[src/msd_pkg.sv]
// constants and carrier types for the memory space address decode block
// assumes one core clock; no software-visible registers
package msd_pkg;
  localparam int PA_W = 24;
  localparam int PC_W = 23;
  localparam int EA_W = 16;
  localparam logic [23:0] USER_TOP = 24'h7F_FFFF;
  localparam logic [23:0] RESET_ADDR = 24'h00_0000;
  localparam logic [23:0] RESET_TGT = 24'h00_0002;
  localparam logic [23:0] IVT_LO = 24'h00_0004;
  localparam logic [23:0] IVT_HI = 24'h00_00FF;
  localparam logic [23:0] AIVT_LO = 24'h00_0100;
  localparam logic [23:0] AIVT_HI = 24'h00_01FF;
  localparam logic [23:0] VEC_END = 24'h00_0200;
  localparam logic [23:0] FLASH_END = 24'h00_5800;
  localparam logic [23:0] CFG_LO = 24'hF8_0000;
  localparam logic [23:0] CFG_HI = 24'hF8_0017;
  localparam logic [23:0] ID_LO = 24'hFF_0000;
  localparam logic [23:0] ID_HI = 24'hFF_FFFF;
  localparam int PAGE_EN_BIT = 7;
  localparam int PSV_BIT = 15;
  localparam logic [15:0] RAM_END = 16'h7800;
  localparam logic [22:0] PC_STEP = 23'h00_0002;
  typedef enum logic [7:0] {
    MSD_PR_NONE = 8'h01, MSD_PR_RESET = 8'h02, MSD_PR_IVT = 8'h04, MSD_PR_AIVT = 8'h08,
    MSD_PR_RSVD = 8'h10, MSD_PR_FLASH = 8'h20, MSD_PR_CFG = 8'h40, MSD_PR_ID = 8'h80
  } msd_region_t;
  typedef struct packed {
    logic valid;
    logic [23:0] addr;
    msd_region_t region;
    logic upper;
  } msd_prog_t;
  typedef struct packed {
    logic valid;
    logic ram;
    logic psv;
    logic [15:0] addr;
    logic misaligned;
  } msd_data_t;
endpackage : msd_pkg

[src/msd_decode.sv]
// memory space address decode: program counter, table ops, data read/write addresses
// assumes the core supplies same-clock requests and the memories return data
//
// What this block does
// program addresses are 24 bits from a 23-bit counter or table ops
// user program access allowed only in 0x000000 to 0x7FFFFF
// table ops reach config and part id only when page bit 7 set
// each location is even lower word and odd upper word, top byte zero
// addresses word aligned; counter steps by two up or down
// after reset execution starts at 0x000000, jump target at 0x000002
// addresses below 0x000200 reserved for vectors
// primary vector table 0x000004-0x0000FF, alternate 0x000100-0x0001FF
// data addresses are 16-bit byte addresses over 64 Kbytes
// bit 15 clear goes to data memory, set goes to program window
// data memory at most 30 Kbytes; reads outside return zero
// separate read and write address paths work independently
// low byte at even address, high byte at odd address
// odd word access traps; faulting write suppressed, read completes
`timescale 1ns/1ps
`default_nettype none
module msd_decode
  import msd_pkg::*;
(
  input wire logic SYS_CLK,
  input wire logic RESETN,
  input wire logic PC_LOAD,
  input wire logic PC_STEP_EN,
  input wire logic PC_DOWN,
  input wire logic [22:0] PC_LOAD_VAL,
  input wire logic TBL_REQ,
  input wire logic TBL_WRITE,
  input wire logic [7:0] TABLE_PAGE_SELECT,
  input wire logic [15:0] TBL_OFFSET,
  input wire logic [23:0] PROG_RDATA,
  input wire logic RD_REQ,
  input wire logic RD_BYTE,
  input wire logic [15:0] RD_EA,
  input wire logic [15:0] RAM_RDATA,
  input wire logic WR_REQ,
  input wire logic WR_BYTE,
  input wire logic [15:0] WR_EA,
  output logic [22:0] PROGRAM_COUNTER,
  output msd_prog_t FETCH_OUT,
  output msd_prog_t TBL_OUT,
  output logic [15:0] TBL_RDATA,
  output msd_data_t RD_OUT,
  output logic [15:0] RD_DATA,
  output msd_data_t WR_OUT,
  output logic [1:0] WR_LANE,
  output logic ADDR_TRAP
);
  function automatic msd_region_t region_of(input logic [23:0] a);
    if (a < IVT_LO) region_of = MSD_PR_RESET;
    else if (a <= IVT_HI) region_of = MSD_PR_IVT;
    else if (a >= AIVT_LO && a <= AIVT_HI) region_of = MSD_PR_AIVT;
    else if (a < FLASH_END) region_of = MSD_PR_FLASH;
    else if (a <= USER_TOP) region_of = MSD_PR_NONE;
    else if (a >= CFG_LO && a <= CFG_HI) region_of = MSD_PR_CFG;
    else if (a >= ID_LO) region_of = MSD_PR_ID;
    else region_of = MSD_PR_RSVD;
  endfunction : region_of

  function automatic msd_data_t data_dec(input logic req, input logic byt, input logic [15:0] ea);
    data_dec.valid = req;
    data_dec.addr = ea;
    data_dec.psv = req & ea[PSV_BIT];
    data_dec.ram = req & ~ea[PSV_BIT] & (ea < RAM_END);
    data_dec.misaligned = req & ~byt & ea[0];
  endfunction : data_dec

  logic [22:0] pc_r, pc_nxt;
  msd_prog_t fetch_r, fetch_nxt, tbl_r, tbl_nxt;
  msd_data_t rd_r, rd_nxt, wr_r, wr_nxt;
  logic rd_byte_r, rd_byte_nxt, trap_r, trap_nxt;
  logic [1:0] lane_r, lane_nxt;
  logic [15:0] tbl_data_r, tbl_data_nxt, rd_data_r, rd_data_nxt;
  logic [23:0] tbl_addr;
  logic [15:0] rword;

  always_comb begin
    pc_nxt = pc_r;
    if (PC_LOAD) pc_nxt = {PC_LOAD_VAL[22:1], 1'b0};
    else if (PC_STEP_EN) pc_nxt = PC_DOWN ? pc_r - PC_STEP : pc_r + PC_STEP;
    fetch_nxt.valid = 1'b1;
    fetch_nxt.addr = {1'b0, pc_nxt};
    fetch_nxt.region = region_of({1'b0, pc_nxt});
    fetch_nxt.upper = 1'b0;
  end

  always_comb begin
    tbl_addr = {TABLE_PAGE_SELECT, TBL_OFFSET};
    tbl_nxt.addr = tbl_addr;
    tbl_nxt.region = region_of(tbl_addr);
    tbl_nxt.upper = tbl_addr[0];
    // page bit 7 opens config space; it is also address bit 23, so this gate never refuses a request
    tbl_nxt.valid = TBL_REQ & (~tbl_addr[23] | TABLE_PAGE_SELECT[PAGE_EN_BIT]);
    tbl_data_nxt = tbl_data_r;
    if (TBL_REQ && !TBL_WRITE) begin
      if (!tbl_nxt.valid) tbl_data_nxt = 16'h0000;
      else if (tbl_addr[0]) tbl_data_nxt = {8'h00, PROG_RDATA[23:16]};
      else tbl_data_nxt = PROG_RDATA[15:0];
    end
  end

  always_comb begin
    rd_nxt = data_dec(RD_REQ, RD_BYTE, RD_EA);
    wr_nxt = data_dec(WR_REQ, WR_BYTE, WR_EA);
    rd_byte_nxt = RD_BYTE;
    lane_nxt = 2'b00;
    // a misaligned write drives no lane, so memory stays untouched
    if (wr_nxt.valid && wr_nxt.ram && !wr_nxt.misaligned) begin
      if (WR_BYTE) lane_nxt = WR_EA[0] ? 2'b10 : 2'b01;
      else lane_nxt = 2'b11;
    end
    trap_nxt = rd_nxt.misaligned | wr_nxt.misaligned;
    // memory answers on the cycle after the address is registered
    rword = rd_r.ram ? RAM_RDATA : 16'h0000;
    rd_data_nxt = 16'h0000;
    if (rd_r.valid) begin
      if (rd_byte_r) rd_data_nxt = {8'h00, rd_r.addr[0] ? rword[15:8] : rword[7:0]};
      else rd_data_nxt = rword;
    end
  end

  always_ff @(posedge SYS_CLK or negedge RESETN) begin
    if (!RESETN) begin
      pc_r <= 23'h00_0000;
      fetch_r <= '{valid: 1'b0, addr: 24'h00_0000, region: MSD_PR_RESET, upper: 1'b0};
      tbl_r <= '{valid: 1'b0, addr: 24'h00_0000, region: MSD_PR_NONE, upper: 1'b0};
      tbl_data_r <= 16'h0000;
      rd_r <= '0;
      wr_r <= '0;
      rd_byte_r <= 1'b0;
      lane_r <= 2'b00;
      trap_r <= 1'b0;
      rd_data_r <= 16'h0000;
    end else begin
      pc_r <= pc_nxt;
      fetch_r <= fetch_nxt;
      tbl_r <= tbl_nxt;
      tbl_data_r <= tbl_data_nxt;
      rd_r <= rd_nxt;
      wr_r <= wr_nxt;
      rd_byte_r <= rd_byte_nxt;
      lane_r <= lane_nxt;
      trap_r <= trap_nxt;
      rd_data_r <= rd_data_nxt;
    end
  end

  assign PROGRAM_COUNTER = pc_r;
  assign FETCH_OUT = fetch_r;
  assign TBL_OUT = tbl_r;
  assign TBL_RDATA = tbl_data_r;
  assign RD_OUT = rd_r;
  assign RD_DATA = rd_data_r;
  assign WR_OUT = wr_r;
  assign WR_LANE = lane_r;
  assign ADDR_TRAP = trap_r;

  // program side: counter, fetch window and table decode
  pc_even_a: assert property (@(posedge SYS_CLK) disable iff (!RESETN)
    pc_r[0] == 1'b0)
    else $error("program counter odd");
  pc_step_a: assert property (@(posedge SYS_CLK) disable iff (!RESETN)
    (!PC_LOAD && PC_STEP_EN && !PC_DOWN) |=> pc_r == $past(pc_r) + PC_STEP)
    else $error("program counter did not step by two");
  pc_down_a: assert property (@(posedge SYS_CLK) disable iff (!RESETN)
    (!PC_LOAD && PC_STEP_EN && PC_DOWN) |=> pc_r == $past(pc_r) - PC_STEP)
    else $error("program counter did not step down by two");
  pc_load_a: assert property (@(posedge SYS_CLK) disable iff (!RESETN)
    PC_LOAD |=> pc_r == {$past(PC_LOAD_VAL[22:1]), 1'b0})
    else $error("program counter load not word aligned");
  // the first edge after release must still show the start address
  reset_start_a: assert property (@(posedge SYS_CLK) disable iff (!RESETN)
    !$past(RESETN) |-> (pc_r == RESET_ADDR[22:0]) && (fetch_r.addr == RESET_ADDR))
    else $error("execution did not start at the reset address");
  fetch_user_a: assert property (@(posedge SYS_CLK) disable iff (!RESETN)
    fetch_r.addr <= USER_TOP)
    else $error("fetch outside user space");
  vec_region_a: assert property (@(posedge SYS_CLK) disable iff (!RESETN)
    (fetch_r.addr < VEC_END) |-> (fetch_r.region == MSD_PR_RESET)
      || (fetch_r.region == MSD_PR_IVT) || (fetch_r.region == MSD_PR_AIVT))
    else $error("vector range decoded as code space");
  ivt_bounds_a: assert property (@(posedge SYS_CLK) disable iff (!RESETN)
    (fetch_r.region == MSD_PR_IVT) |-> (fetch_r.addr >= IVT_LO) && (fetch_r.addr <= IVT_HI))
    else $error("primary vector table outside its range");
  tbl_cfg_a: assert property (@(posedge SYS_CLK) disable iff (!RESETN)
    (tbl_r.valid && ((tbl_r.region == MSD_PR_CFG) || (tbl_r.region == MSD_PR_ID)))
      |-> $past(TABLE_PAGE_SELECT[PAGE_EN_BIT]))
    else $error("config space reached with page bit clear");
  upper_zero_a: assert property (@(posedge SYS_CLK) disable iff (!RESETN)
    (TBL_REQ && !TBL_WRITE && TBL_OFFSET[0]) |=> tbl_data_r[15:8] == 8'h00)
    else $error("upper word top byte not zero");
  // data side: routing, zero fill, lanes and traps
  psv_route_a: assert property (@(posedge SYS_CLK) disable iff (!RESETN)
    rd_r.valid |-> (rd_r.psv == rd_r.addr[15]) && !(rd_r.psv && rd_r.ram))
    else $error("read routing wrong");
  wr_route_a: assert property (@(posedge SYS_CLK) disable iff (!RESETN)
    wr_r.valid |-> (wr_r.psv == wr_r.addr[PSV_BIT]) && !(wr_r.psv && wr_r.ram))
    else $error("write routing wrong");
  ram_limit_a: assert property (@(posedge SYS_CLK) disable iff (!RESETN)
    rd_r.ram |-> rd_r.addr < RAM_END)
    else $error("read routed to ram beyond its end");
  unimpl_zero_a: assert property (@(posedge SYS_CLK) disable iff (!RESETN)
    (rd_r.valid && !rd_r.ram) |=> rd_data_r == 16'h0000)
    else $error("unimplemented read not zero");
  rd_word_a: assert property (@(posedge SYS_CLK) disable iff (!RESETN)
    (rd_r.valid && rd_r.ram && !rd_byte_r) |=> rd_data_r == $past(RAM_RDATA))
    else $error("word read did not complete");
  rd_high_byte_a: assert property (@(posedge SYS_CLK) disable iff (!RESETN)
    (rd_r.valid && rd_r.ram && rd_byte_r && rd_r.addr[0]) |=> rd_data_r == {8'h00, $past(RAM_RDATA[15:8])})
    else $error("odd byte read not taken from high byte");
  wr_suppress_a: assert property (@(posedge SYS_CLK) disable iff (!RESETN)
    (WR_REQ && !WR_BYTE && WR_EA[0]) |=> (lane_r == 2'b00) && trap_r)
    else $error("misaligned write not suppressed");
  rd_trap_a: assert property (@(posedge SYS_CLK) disable iff (!RESETN)
    (RD_REQ && !RD_BYTE && RD_EA[0]) |=> trap_r)
    else $error("misaligned read did not trap");
  byte_lane_a: assert property (@(posedge SYS_CLK) disable iff (!RESETN)
    (WR_REQ && WR_BYTE && !WR_EA[15] && WR_EA < RAM_END) |=> lane_r == (WR_EA[0] ? 2'b10 : 2'b01))
    else $error("byte lane wrong");
  word_lane_a: assert property (@(posedge SYS_CLK) disable iff (!RESETN)
    (WR_REQ && !WR_BYTE && !WR_EA[0] && !WR_EA[15] && WR_EA < RAM_END) |=> lane_r == 2'b11)
    else $error("word write did not strobe both lanes");
endmodule : msd_decode
`default_nettype wire

[config.mk]
export PLATFORM = sky130hd
export DESIGN_NAME = msd_decode
export DESIGN_NICKNAME = d
export VERILOG_FILES = /design/src/msd_pkg.sv /design/src/msd_decode.sv
export SDC_FILE = /design/constraint.sdc
export NUM_CORES = 1
export LEC_CHECK = 0
export ABC_AREA = 1
export BUFFER_PORTS_ARGS = -buffer_cell sky130_fd_sc_hd__buf_2
export CAP_MARGIN = 20
export CORE_MARGIN = 2
export CORE_UTILIZATION = 36
export DETAILED_ROUTE_END_ITERATION = 16
export HOLD_SLACK_MARGIN = 0.15
export PLACE_DENSITY_LB_ADDON = 0.1
export SLEW_MARGIN = 5
export SYNTH_ARGS = -nofsm -noshare
export SYNTH_HDL_FRONTEND = slang
export SYNTH_SLANG_ARGS = --single-unit
[constraint.sdc]
create_clock -name SYS_CLK -period 2.65 [get_ports SYS_CLK]
set_clock_uncertainty 0.1 [all_clocks]
set_input_delay 0.795 -clock SYS_CLK [delete_from_list [all_inputs] [get_ports SYS_CLK]]
set_output_delay 0.795 -clock SYS_CLK [all_outputs]
set_load 0.02 [all_outputs]
==> results of run 1 <==
how the worst min path moves through the flow:
stage | startpoint | to | slack (ns) | depth (start not counted)
detailed placement | TBL_RDATA[13] | TBL_RDATA[13] | 0.39 | 2
finish | RESETN | TBL_OUT[11] | 0.25 | 1
CTS | RESETN | TBL_OUT[11] | 0.26 | 1
global placement | TBL_RDATA[9] | TBL_RDATA[9] | 0.39 | 2
floorplan | RESETN | ADDR_TRAP | 0.40 | 0
global route | RESETN | TBL_OUT[24] | 0.29 | 1
final cells by class:
| class | instances | area, sq um | share of cell area [%] |
|---|---|---|---|
| tap | 234 | 292.8 | 2.884 |
| multi-input combinational | 552 | 3178 | 31.30 |
| clock inverter | 14 | 115.1 | 1.134 |
| inverter | 98 | 367.9 | 3.623 |
| timing repair buffer | 383 | 2313 | 22.79 |
| sequential | 138 | 3456 | 34.04 |
| clock buffer | 18 | 429.2 | 4.227 |
Yosys cell counts (all sizes together), types with 2 or more instances:
library cell,instances,area [sq um]
nand2,254,986.0
dfrtp,136,3403
nor2,107,441.7
inv,97,364.1
nand3,63,345.3
buf,36,256.5
a21oi,29,167.7
ha,20,250.2
nand4,14,87.58
o21ai,12,60.06
a31oi,11,68.82
clkbuf,10,37.54
nor3,7,45.04
a211oi,5,37.54
nor4,4,25.02
a21boi,3,41.29
nand3b,3,22.52
or2,3,18.77
conb,2,7.510
dfstp,2,52.55
nor3b,2,15.01
o21bai,2,15.01
xnor2,2,17.52
where the power goes:
part           switching, mW  internal (mW)
clock                  0.930           1.22
sequential            0.0897           2.25
combinational           1.21          0.868
total                   2.23           4.33
routing by layer:
| metal | track usage, % | vias to the layer above |
|---|---|---|
| met5 | 0 | - |
| met4 | 8.421 | 0 |
| met3 | 6.581 | 33 |
| met2 | 37.89 | 197 |
| met1 | 24.65 | 3022 |
| li1 | - | 3323 |
placed cells by master (no fill, tap or decap), drive strengths merged:
cell      count
a211oi        5
nor3          7
a21oi        29
nor3b         2
nand3        63
dfstp         2
o22ai         1
o21bai        2
nor2        107
clkinv       10
nand3b        3
or2           3
nor4b         1
clkinvlp      1
ha           20
nand4        14
clkbuf       20
o21ai        12
nor4          4
a21o          1
buf         381
nand2       254
xnor2         2
conb          6
a31oi        11
a21boi        3
xor2          1
inv         101
dfrtp       136
fa            1
logic make-up after synthesis:
group	share of synthesized area, %
xor gates and xnor gates	0.3853
AOI/OAI and AO/OA	5.925
adders and majority gates	3.962
DFF	50.66
other	0.1101
buffers and inverters	9.703
and+or+nand+nor	29.26
registers in the layout, summed over array words and instances (netlist names):
signal,cells
ADDR_TRAP,1
TBL_OUT,33
WR_LANE,2
FETCH_OUT,29
RD_DATA,16
RD_OUT,20
TBL_RDATA,16
WR_OUT,20
rd_byte_r,1
worst max-delay path, stage by stage:
cell and delay, ns:
buf_16 0.13, clkbuf_16 0.17, ha_4 0.31, nand2_4 0.08
nor2_4 0.14, inv_2 0.05, nor3_2 0.18, nand2_2 0.09
nand3_2 0.08, nand3_2 0.07, a21boi_2 0.18, nand3_2 0.11
nor2_4 0.19, nand3_2 0.09, nor2_1 0.11, nor2_1 0.06
repair_timing:
item / in CTS / in global routing
setup buffers: 1 / 6
hold buffers: 0 / 0
gates resized for setup: 24 / 82
gates cloned: 0 / 2
endpoints found under the setup margin: 5 / 5
pin swaps: 6 / 43
stage by stage:
stage / hold slack [ns] / setup WS [ns] / cells / util [%]
floorplan: 0.3994 / 0.01886 / 834 / -
global placement: 0.3868 / -0.6043 / 1396 / 48.25
detailed placement: 0.3881 / -0.6041 / 1396 / 48.25
CTS: 0.2613 / -0.01224 / 1429 / 52.17
global route: 0.2864 / -0.1025 / 1437 / 54.46
finish: 0.2465 / -0.004064 / 1437 / 54.46
==> flow_summary.json, run 1 <==
{
  "wl_met2_mm": 11.13,
  "syn_to_final_growth_pct": 48.83,
  "yosysSeqAreaShare_pct": 50.66,
  "grt_max_degree": 60,
  "ios": 296,
  "cts-root-buf": "clkbuf_16",
  "fin_area_sq_um": 10150,
  "port_buffers": 289,
  "grt.total_usage_pct": 21.57,
  "hold_class": "in -> async",
  "status": "complete, but fails checks",
  "layout.nets": 1341,
  "die_area_sq_um": 20070,
  "grt_pass1_wl_mm": 33.19,
  "place_area_sq_um": 8996,
  "cts_tree": "yes",
  "synth_edf_count": 0,
  "cp-endpoint": "FETCH_OUT[6]",
  "min_period_ns": 2.654,
  "endpoint_kind": "register",
  "peakVddDrop_mv": 0.4931,
  "rsz0062_at_grt": "true",
  "maxCapViolCount": 0,
  "ant_nets": 0,
  "die-width_microns": 141.7,
  "startpoint_type": "input pin",
  "wl_per_cell_microns": 15.07,
  "ctsLongestPathBuffers": 2,
  "drc_errors": 0,
  "critPathKind": "in -> reg",
  "fmax_mhz": 376.8,
  "p_total_mw": 6.559,
  "route.met3.wl_mm": 1.358,
  "cts_made_buffers": 17,
  "fp.dieH_microns": 141.7,
  "gp_congestion": 0.8495,
  "layout-drive-gt1-share_pct": 45.47,
  "synth-main-ff-cell": "dfrtp_1",
  "synth-async-reset-ratio_pct": 100.0,
  "routed_wirelength_mm": 21.66,
  "drt_iter0_drc": 327,
  "grt_pass1_vias": 6578,
  "htree_levels": 4,
  "critical_path_required_ns": 2.85,
  "p_per_area_nw_per_um2": 646.0,
  "r2r-start": "FETCH_OUT[11]",
  "tns_ns": -0.004064,
  "timing.slew.headroom_pct": 63.49,
  "layout_setup_ws_ns": -0.004064,
  "initial_core_util_pct": 36.59,
  "reg2reg_depth": 16,
  "avgViaCountPerCell": 4.576,
  "synth_warnings": 0,
  "insertion_delay_ns": 0.41,
  "crit_path_start": "PC_DOWN",
  "p_leak_nw": 5.518,
  "wl_met1_mm": 8.557,
  "synth.distinct_cells": 40,
  "n_antenna_cell": 0,
  "clk_pin_slew_ns": 0.06,
  "violations": "setup timing",
  "finalMaxSlewViolations": 0,
  "setup_violations": 1,
  "cp.arrival_ns": 2.85,
  "grt_overflow": 0,
  "tightestPinTransition_ns": 0.5477,
  "fin_crit_sh_pct": 100.2,
  "vias": 6575,
  "timing.rr.end": "FETCH_OUT[6]",
  "synthCells": 830,
  "avgSynthCellArea_sq_um": 8.219,
  "post-dp-hpwl_mm": 16.95,
  "firstDrtPassIters": 4,
  "ys_ff_latch": 138,
  "antenna_found_initial": 0,
  "core_sq_um": 18640,
  "crit_fanout": 6,
  "num-fill-cells": 1806,
  "hold_violations": 0,
  "num_rows": 50,
  "cts.sinks": 138,
  "top_layer": "met4",
  "netlist_area_sq_um": 6822,
  "rrSetupSlack_ns": 0.18
}
Power figures use the tool's default switching activity.
==> run 2, diff against run 1 <==
--- a/constraint.sdc
+++ b/constraint.sdc
@@ -4,2 +4,2 @@
 set_output_delay 0.795 -clock SYS_CLK [all_outputs]
-set_load 0.02 [all_outputs]
+set_load 0.1 [all_outputs]
==> run 2 against run 1 <==
- the run now ends clean
- first-iteration DRC count fell by 10%
- core utilization is 1.0 points lower
- power grew 18%
- count of clock-buffer cells in the layout unchanged
- largest cell class unchanged
==> flow_summary.json, run 2 (synthesized netlist as in run 1, its figures left out) <==
{
  "timing.rr.end": "FETCH_OUT[6]",
  "layout_common_cells": "buf_2 (287), nand2_1 (218), dfrtp_1 (119), inv_1 (87), nor2_1 (86)",
  "rsz0062_at_grt": "true",
  "hold_class": "in -> async",
  "core_sq_um": 18640,
  "maxCapViolCount": 0,
  "die-width_microns": 141.7,
  "ant_nets": 0,
  "firstDrtPassIters": 4,
  "r2r-start": "FETCH_OUT[11]",
  "p_per_area_nw_per_um2": 778.1,
  "largest_reg_flops": 33,
  "cts-root-buf": "clkbuf_16",
  "fmax_mhz": 380.9,
  "tightestPinTransition_ns": 0.5638,
  "cts_tree": "yes",
  "endpoint_kind": "register",
  "crit_fanout": 7,
  "critical_path_required_ns": 2.90,
  "syn_to_final_growth_pct": 46.06,
  "min_period_ns": 2.625,
  "fin_crit_sh_pct": 99.07,
  "drt_iter0_drc": 293,
  "clk_pin_slew_ns": 0.06,
  "setup_violations": 0,
  "timing.slew.headroom_pct": 62.67,
  "cts_made_buffers": 17,
  "rrSetupSlack_ns": 0.13,
  "initial_core_util_pct": 36.59,
  "routed_wirelength_mm": 21.47,
  "layout-drive-gt1-share_pct": 45.13,
  "tns_ns": 0,
  "layout.nets": 1328,
  "antenna_found_initial": 0,
  "drc_errors": 0,
  "status": "complete, no violations",
  "htree_levels": 4,
  "ctsLongestPathBuffers": 2,
  "p_total_mw": 7.753,
  "finalMaxSlewViolations": 0,
  "wl_per_cell_microns": 15.08,
  "post-dp-hpwl_mm": 17.06,
  "num_rows": 50,
  "grt_pass1_vias": 6441,
  "avgViaCountPerCell": 4.572,
  "fp.dieH_microns": 141.7,
  "grt_overflow": 0,
  "insertion_delay_ns": 0.42,
  "cp.arrival_ns": 2.88,
  "ios": 296,
  "crit_path_start": "PC_DOWN",
  "hold_violations": 0,
  "peakVddDrop_mv": 0.5115,
  "gp_congestion": 0.8469,
  "die_area_sq_um": 20070,
  "p_leak_nw": 5.397,
  "port_buffers": 289,
  "vias": 6511,
  "startpoint_type": "input pin",
  "cp-endpoint": "FETCH_OUT[3]",
  "cts.sinks": 138,
  "final_common_cell": "buf_2",
  "reg2reg_depth": 15,
  "grt_pass1_wl_mm": 33.38,
  "n_antenna_cell": 0,
  "critPathKind": "in -> reg",
  "grt_max_degree": 53,
  "grt.total_usage_pct": 21.60
}
run 2: cell types whose count changed in the layout (fill, tap and decap cells not counted), moves of 3 or more:
cell,change
nand3_1,+5
dfrtp_2,+17
ha_4,-3
buf_4,-9
nand2_1,+5
nand2_2,-3
inv_6,+3
dfrtp_1,-17
clkinvlp_4,+3
clkinv_4,-4
nand3_2,-5
run 2: cell type report:
| cell class | count | area, sq um |
|---|---|---|
| flip-flops and latches | 138 | 3477 |
| multi-input cells | 552 | 3078 |
| fillers | 1797 | 8680 |
| clock buffers | 18 | 429.2 |
| clock inverters | 14 | 137.6 |
| repair buffers | 370 | 2181 |
| well taps | 234 | 292.8 |
| inverters | 98 | 367.9 |
run 2: through the flow:
step	cell area [sq um]	hold WS [ns]	util [%]	instances	setup WS, ns
after CTS	9602	0.2234	51.50	1417	0.007552
after detailed placement	8922	0.3884	47.86	1385	-0.6091
after floorplan	6865	0.3994	-	834	0.01520
after global routing	9963	0.2480	53.44	1424	-0.1076
after global placement	8922	0.3871	47.86	1385	-0.5862
final	9963	0.2161	53.44	1424	0.02468
run 2: worst max-delay path, stage by stage:
cell,delay [ns]
buf_16,0.13
buf_12,0.14
ha_4,0.30
nand2_4,0.07
nor2_4,0.15
inv_2,0.05
nor3_2,0.20
nand2_2,0.09
nand3_2,0.08
nand3_2,0.07
a21boi_2,0.20
nand3_2,0.11
nor2_4,0.18
buf_4,0.13
nand4_1,0.09
inv_1,0.08
run 2: power by group:
| part | switching [mW] | internal (mW) | total, mW |
|---|---|---|---|
| Clock | 0.968 | 1.31 | 2.28 |
| Sequential | 0.0916 | 2.25 | 2.34 |
| Combinational | 2.33 | 0.798 | 3.13 |
| Total | 3.39 | 4.36 | 7.75 |
run 2: worst min-delay path by stage:
stage,from,cells past startpoint,end,slack [ns]
2_1_floorplan,RESETN,0,ADDR_TRAP,0.40
3_3_place_gp,TBL_RDATA[12],2,TBL_RDATA[12],0.39
3_5_place_dp,TBL_RDATA[10],2,TBL_RDATA[10],0.39
4_1_cts,RESETN,1,TBL_OUT[4],0.22
5_1_grt,RESETN,1,TBL_OUT[4],0.25
6_report,RESETN,1,TBL_OUT[6],0.22
run 2: metal layers:
layer	vias to the layer above	part of all wire [%]	global-route usage (%)
met3	25	5.4	5.704
li1	3295	-	-
met5	-	0	0
met2	183	52	38.40
met4	0	1.7	6.000
met1	3008	41	25.88
run 2: what timing repair did:
| action | CTS | global route |
|---|---|---|
| setup buffers | 0 | 5 |
| gates resized for setup | 18 | 65 |
| setup endpoints to repair | 5 | 6 |
| gates cloned | 0 | 2 |
| hold buffers | 0 | 0 |
| pin swaps | 2 | 24 |
==> run 3, diff against run 2 <==
ABC_CLOCK_PERIOD_IN_PS = 2650   (was not set)
CELL_PAD_IN_SITES_DETAIL_PLACEMENT = 1   (was not set)
CELL_PAD_IN_SITES_GLOBAL_PLACEMENT = 2   (was not set)
CORE_UTILIZATION = 26   (was 36)
==> run 3 against run 2 <==
- power is 3.9% higher
- combinational power is 9.6% higher
- via count rose by 2.5%
- register-to-register slack improved by 0.09 ns
- hold slack better by 0.0022 ns
- core utilization is 12 points lower
- global-route usage decreased by 2.3 points
- routed wire length increased by 25%
- design area is 6.8% higher
- clock power about the same
- non-clock buffer count rose by 21
- highest routed layer is now met5
==> flow_summary.json, run 3 (synthesized netlist as in run 1, its figures left out) <==
{
  "status": "complete, no violations",
  "cts-root-buf": "clkbuf_16",
  "grtUsageMet1_pct": 21.55,
  "rsz0062_at_grt": "true",
  "grt_pass1_wl_mm": 40.77,
  "path_delay_family": "simple AND/OR/NAND/NOR gates",
  "critical_path.max_stage_delay_ns": 0.31,
  "startpoint_type": "input pin",
  "cp_slowest_cell": "ha_4",
  "hold_class": "in -> async",
  "cts_made_buffers": 17,
  "hold_violations": 0,
  "peakVddDrop_mv": 0.5080,
  "worstPathCellList": "buf_12, clkbuf_16, ha_4, nand2_4, nor2_4, buf_6, nand2_2, nand3b_1, nand4_1, nand3_2, nand2_2, nand2_4, inv_2, nand2_2, nor2_4, nand4_1, nor2_1",
  "core_sq_um": 25910,
  "htree_levels": 4,
  "crit_path_start": "PC_DOWN",
  "layout.nets": 1349,
  "layout_setup_ws_ns": 0.03440,
  "critical_path_required_ns": 2.90,
  "endpoint_kind": "register",
  "avgViaCountPerCell": 4.305,
  "fmax_mhz": 382.3,
  "fp.dieH_microns": 166.0,
  "initial_core_util_pct": 26.33,
  "p_per_area_nw_per_um2": 757.6,
  "fin_crit_sh_pct": 98.70,
  "clk_pin_slew_ns": 0.06,
  "top_usage_layer": "met2",
  "tns_ns": 0,
  "maxCapViolCount": 0,
  "critPathKind": "in -> reg",
  "post-place-ws_ns": -0.6197,
  "antenna_found_initial": 8,
  "drc_errors": 0,
  "grt.total_usage_pct": 19.27,
  "die-width_microns": 166.0,
  "r2r-start": "FETCH_OUT[11]",
  "final_common_cell": "buf_2",
  "cp.arrival_ns": 2.86,
  "firstDrtPassIters": 4,
  "vias": 6672,
  "crit_buf_inv": 4,
  "wl_per_cell_microns": 17.33,
  "cpMostUsedCell": "nand2_2",
  "ios": 296,
  "tightestPinTransition_ns": 0.5759,
  "crit_fanout": 6,
  "grt_max_degree": 51,
  "hold_buffers": 0,
  "layout_common_cells": "buf_2 (287), nand2_1 (191), dfrtp_1 (119), buf_4 (94), inv_1 (84)",
  "timing.slew.headroom_pct": 61.87,
  "min_period_ns": 2.616,
  "post-dp-hpwl_mm": 21.84,
  "grt_overflow": 0,
  "cts_tree": "yes",
  "die_area_sq_um": 27550,
  "p_leak_nw": 5.614,
  "grt_pass1_vias": 7234,
  "setup_violations": 0,
  "grt_util_met2_pct": 35.54,
  "hold_ws_ns": 0.2183,
  "grt_use_met3_pct": 6.411,
  "layout-drive-gt1-share_pct": 50.78,
  "cts.sinks": 138,
  "largest_reg_flops": 33,
  "insertion_delay_ns": 0.42,
  "routed_wirelength_mm": 26.86,
  "finalMaxSlewViolations": 0,
  "syn_to_final_growth_pct": 55.93,
  "port_buffers": 289,
  "gp_congestion": 0.8306,
  "ant_nets": 0,
  "ctsLongestPathBuffers": 2,
  "drt_iter0_drc": 206,
  "num_rows": 59
}
[run 3: cell count changes in the layout (fill, tap and decap cells not counted), sizes merged]
cell | previous run | this run
clkbuf | 20 | 18
diode | 0 | 4
clkinvlp | 4 | 0
clkinv | 4 | 5
buf | 368 | 390
inv | 103 | 108
bufinv | 1 | 0
[run 3: stage by stage]
step / instance area [sq um] / power, mW / std cells / utilization, %
2_1_floorplan: 6865 / 4.584 / 834 / -
3_3_place_gp: 9159 / 5.432 / 1499 / 35.35
3_5_place_dp: 9159 / 5.454 / 1499 / 35.35
4_1_cts: 10170 / 7.936 / 1539 / 39.23
5_1_grt: 10630 / 8.455 / 1547 / 41.02
6_report: 10640 / 8.058 / 1550 / 41.05
[run 3: repair_timing]
action / CTS / global route
setup endpoints to repair: 5 / 5
pin swaps: 19 / 62
gates resized for setup: 55 / 104
gates cloned: 1 / 1
buffers inserted: 7 / 6
[run 3: routing by layer]
layer | share of wire, % | vias up
met5 | 0.15 | -
met4 | 1.0 | 6
met3 | 6.5 | 26
met2 | 53 | 159
met1 | 39 | 3138
li1 | - | 3343
[run 3: report_power, final]
| group | internal [mW] | total (mW) | switching (mW) |
|---|---|---|---|
| clock | 1.25 | 2.28 | 1.02 |
| combinational | 0.929 | 3.43 | 2.50 |
| sequential | 2.25 | 2.35 | 0.102 |
| total | 4.43 | 8.06 | 3.63 |
[run 3: path summary, 6_finish.rpt]
| path | cells after the start | end | slack (ns) |
|---|---|---|---|
| worst max-delay path | 17 | FETCH_OUT[6] | 0.03 |
| worst min-delay path | 1 | RD_DATA[10] | 0.22 |
| worst max register to register | 16 | FETCH_OUT[3] | 0.22 |
| worst min register to register | 2 | TBL_RDATA[13] | 0.41 |
| max in group asynchronous | 2 | TBL_OUT[1] | 1.57 |
| min in group SYS_CLK | 1 | TBL_OUT[10] | 0.38 |
[run 3: final cells by class]
cell class | count | area (sq um)
timing repair buffer | 391 | 2337
antenna | 4 | 10.01
sequential | 138 | 3477
multi-input combinational | 552 | 3452
inverter | 98 | 367.9
clock buffer | 17 | 425.4
fill | 3160 | 15270
tap | 335 | 419.2
clock inverter | 15 | 147.6
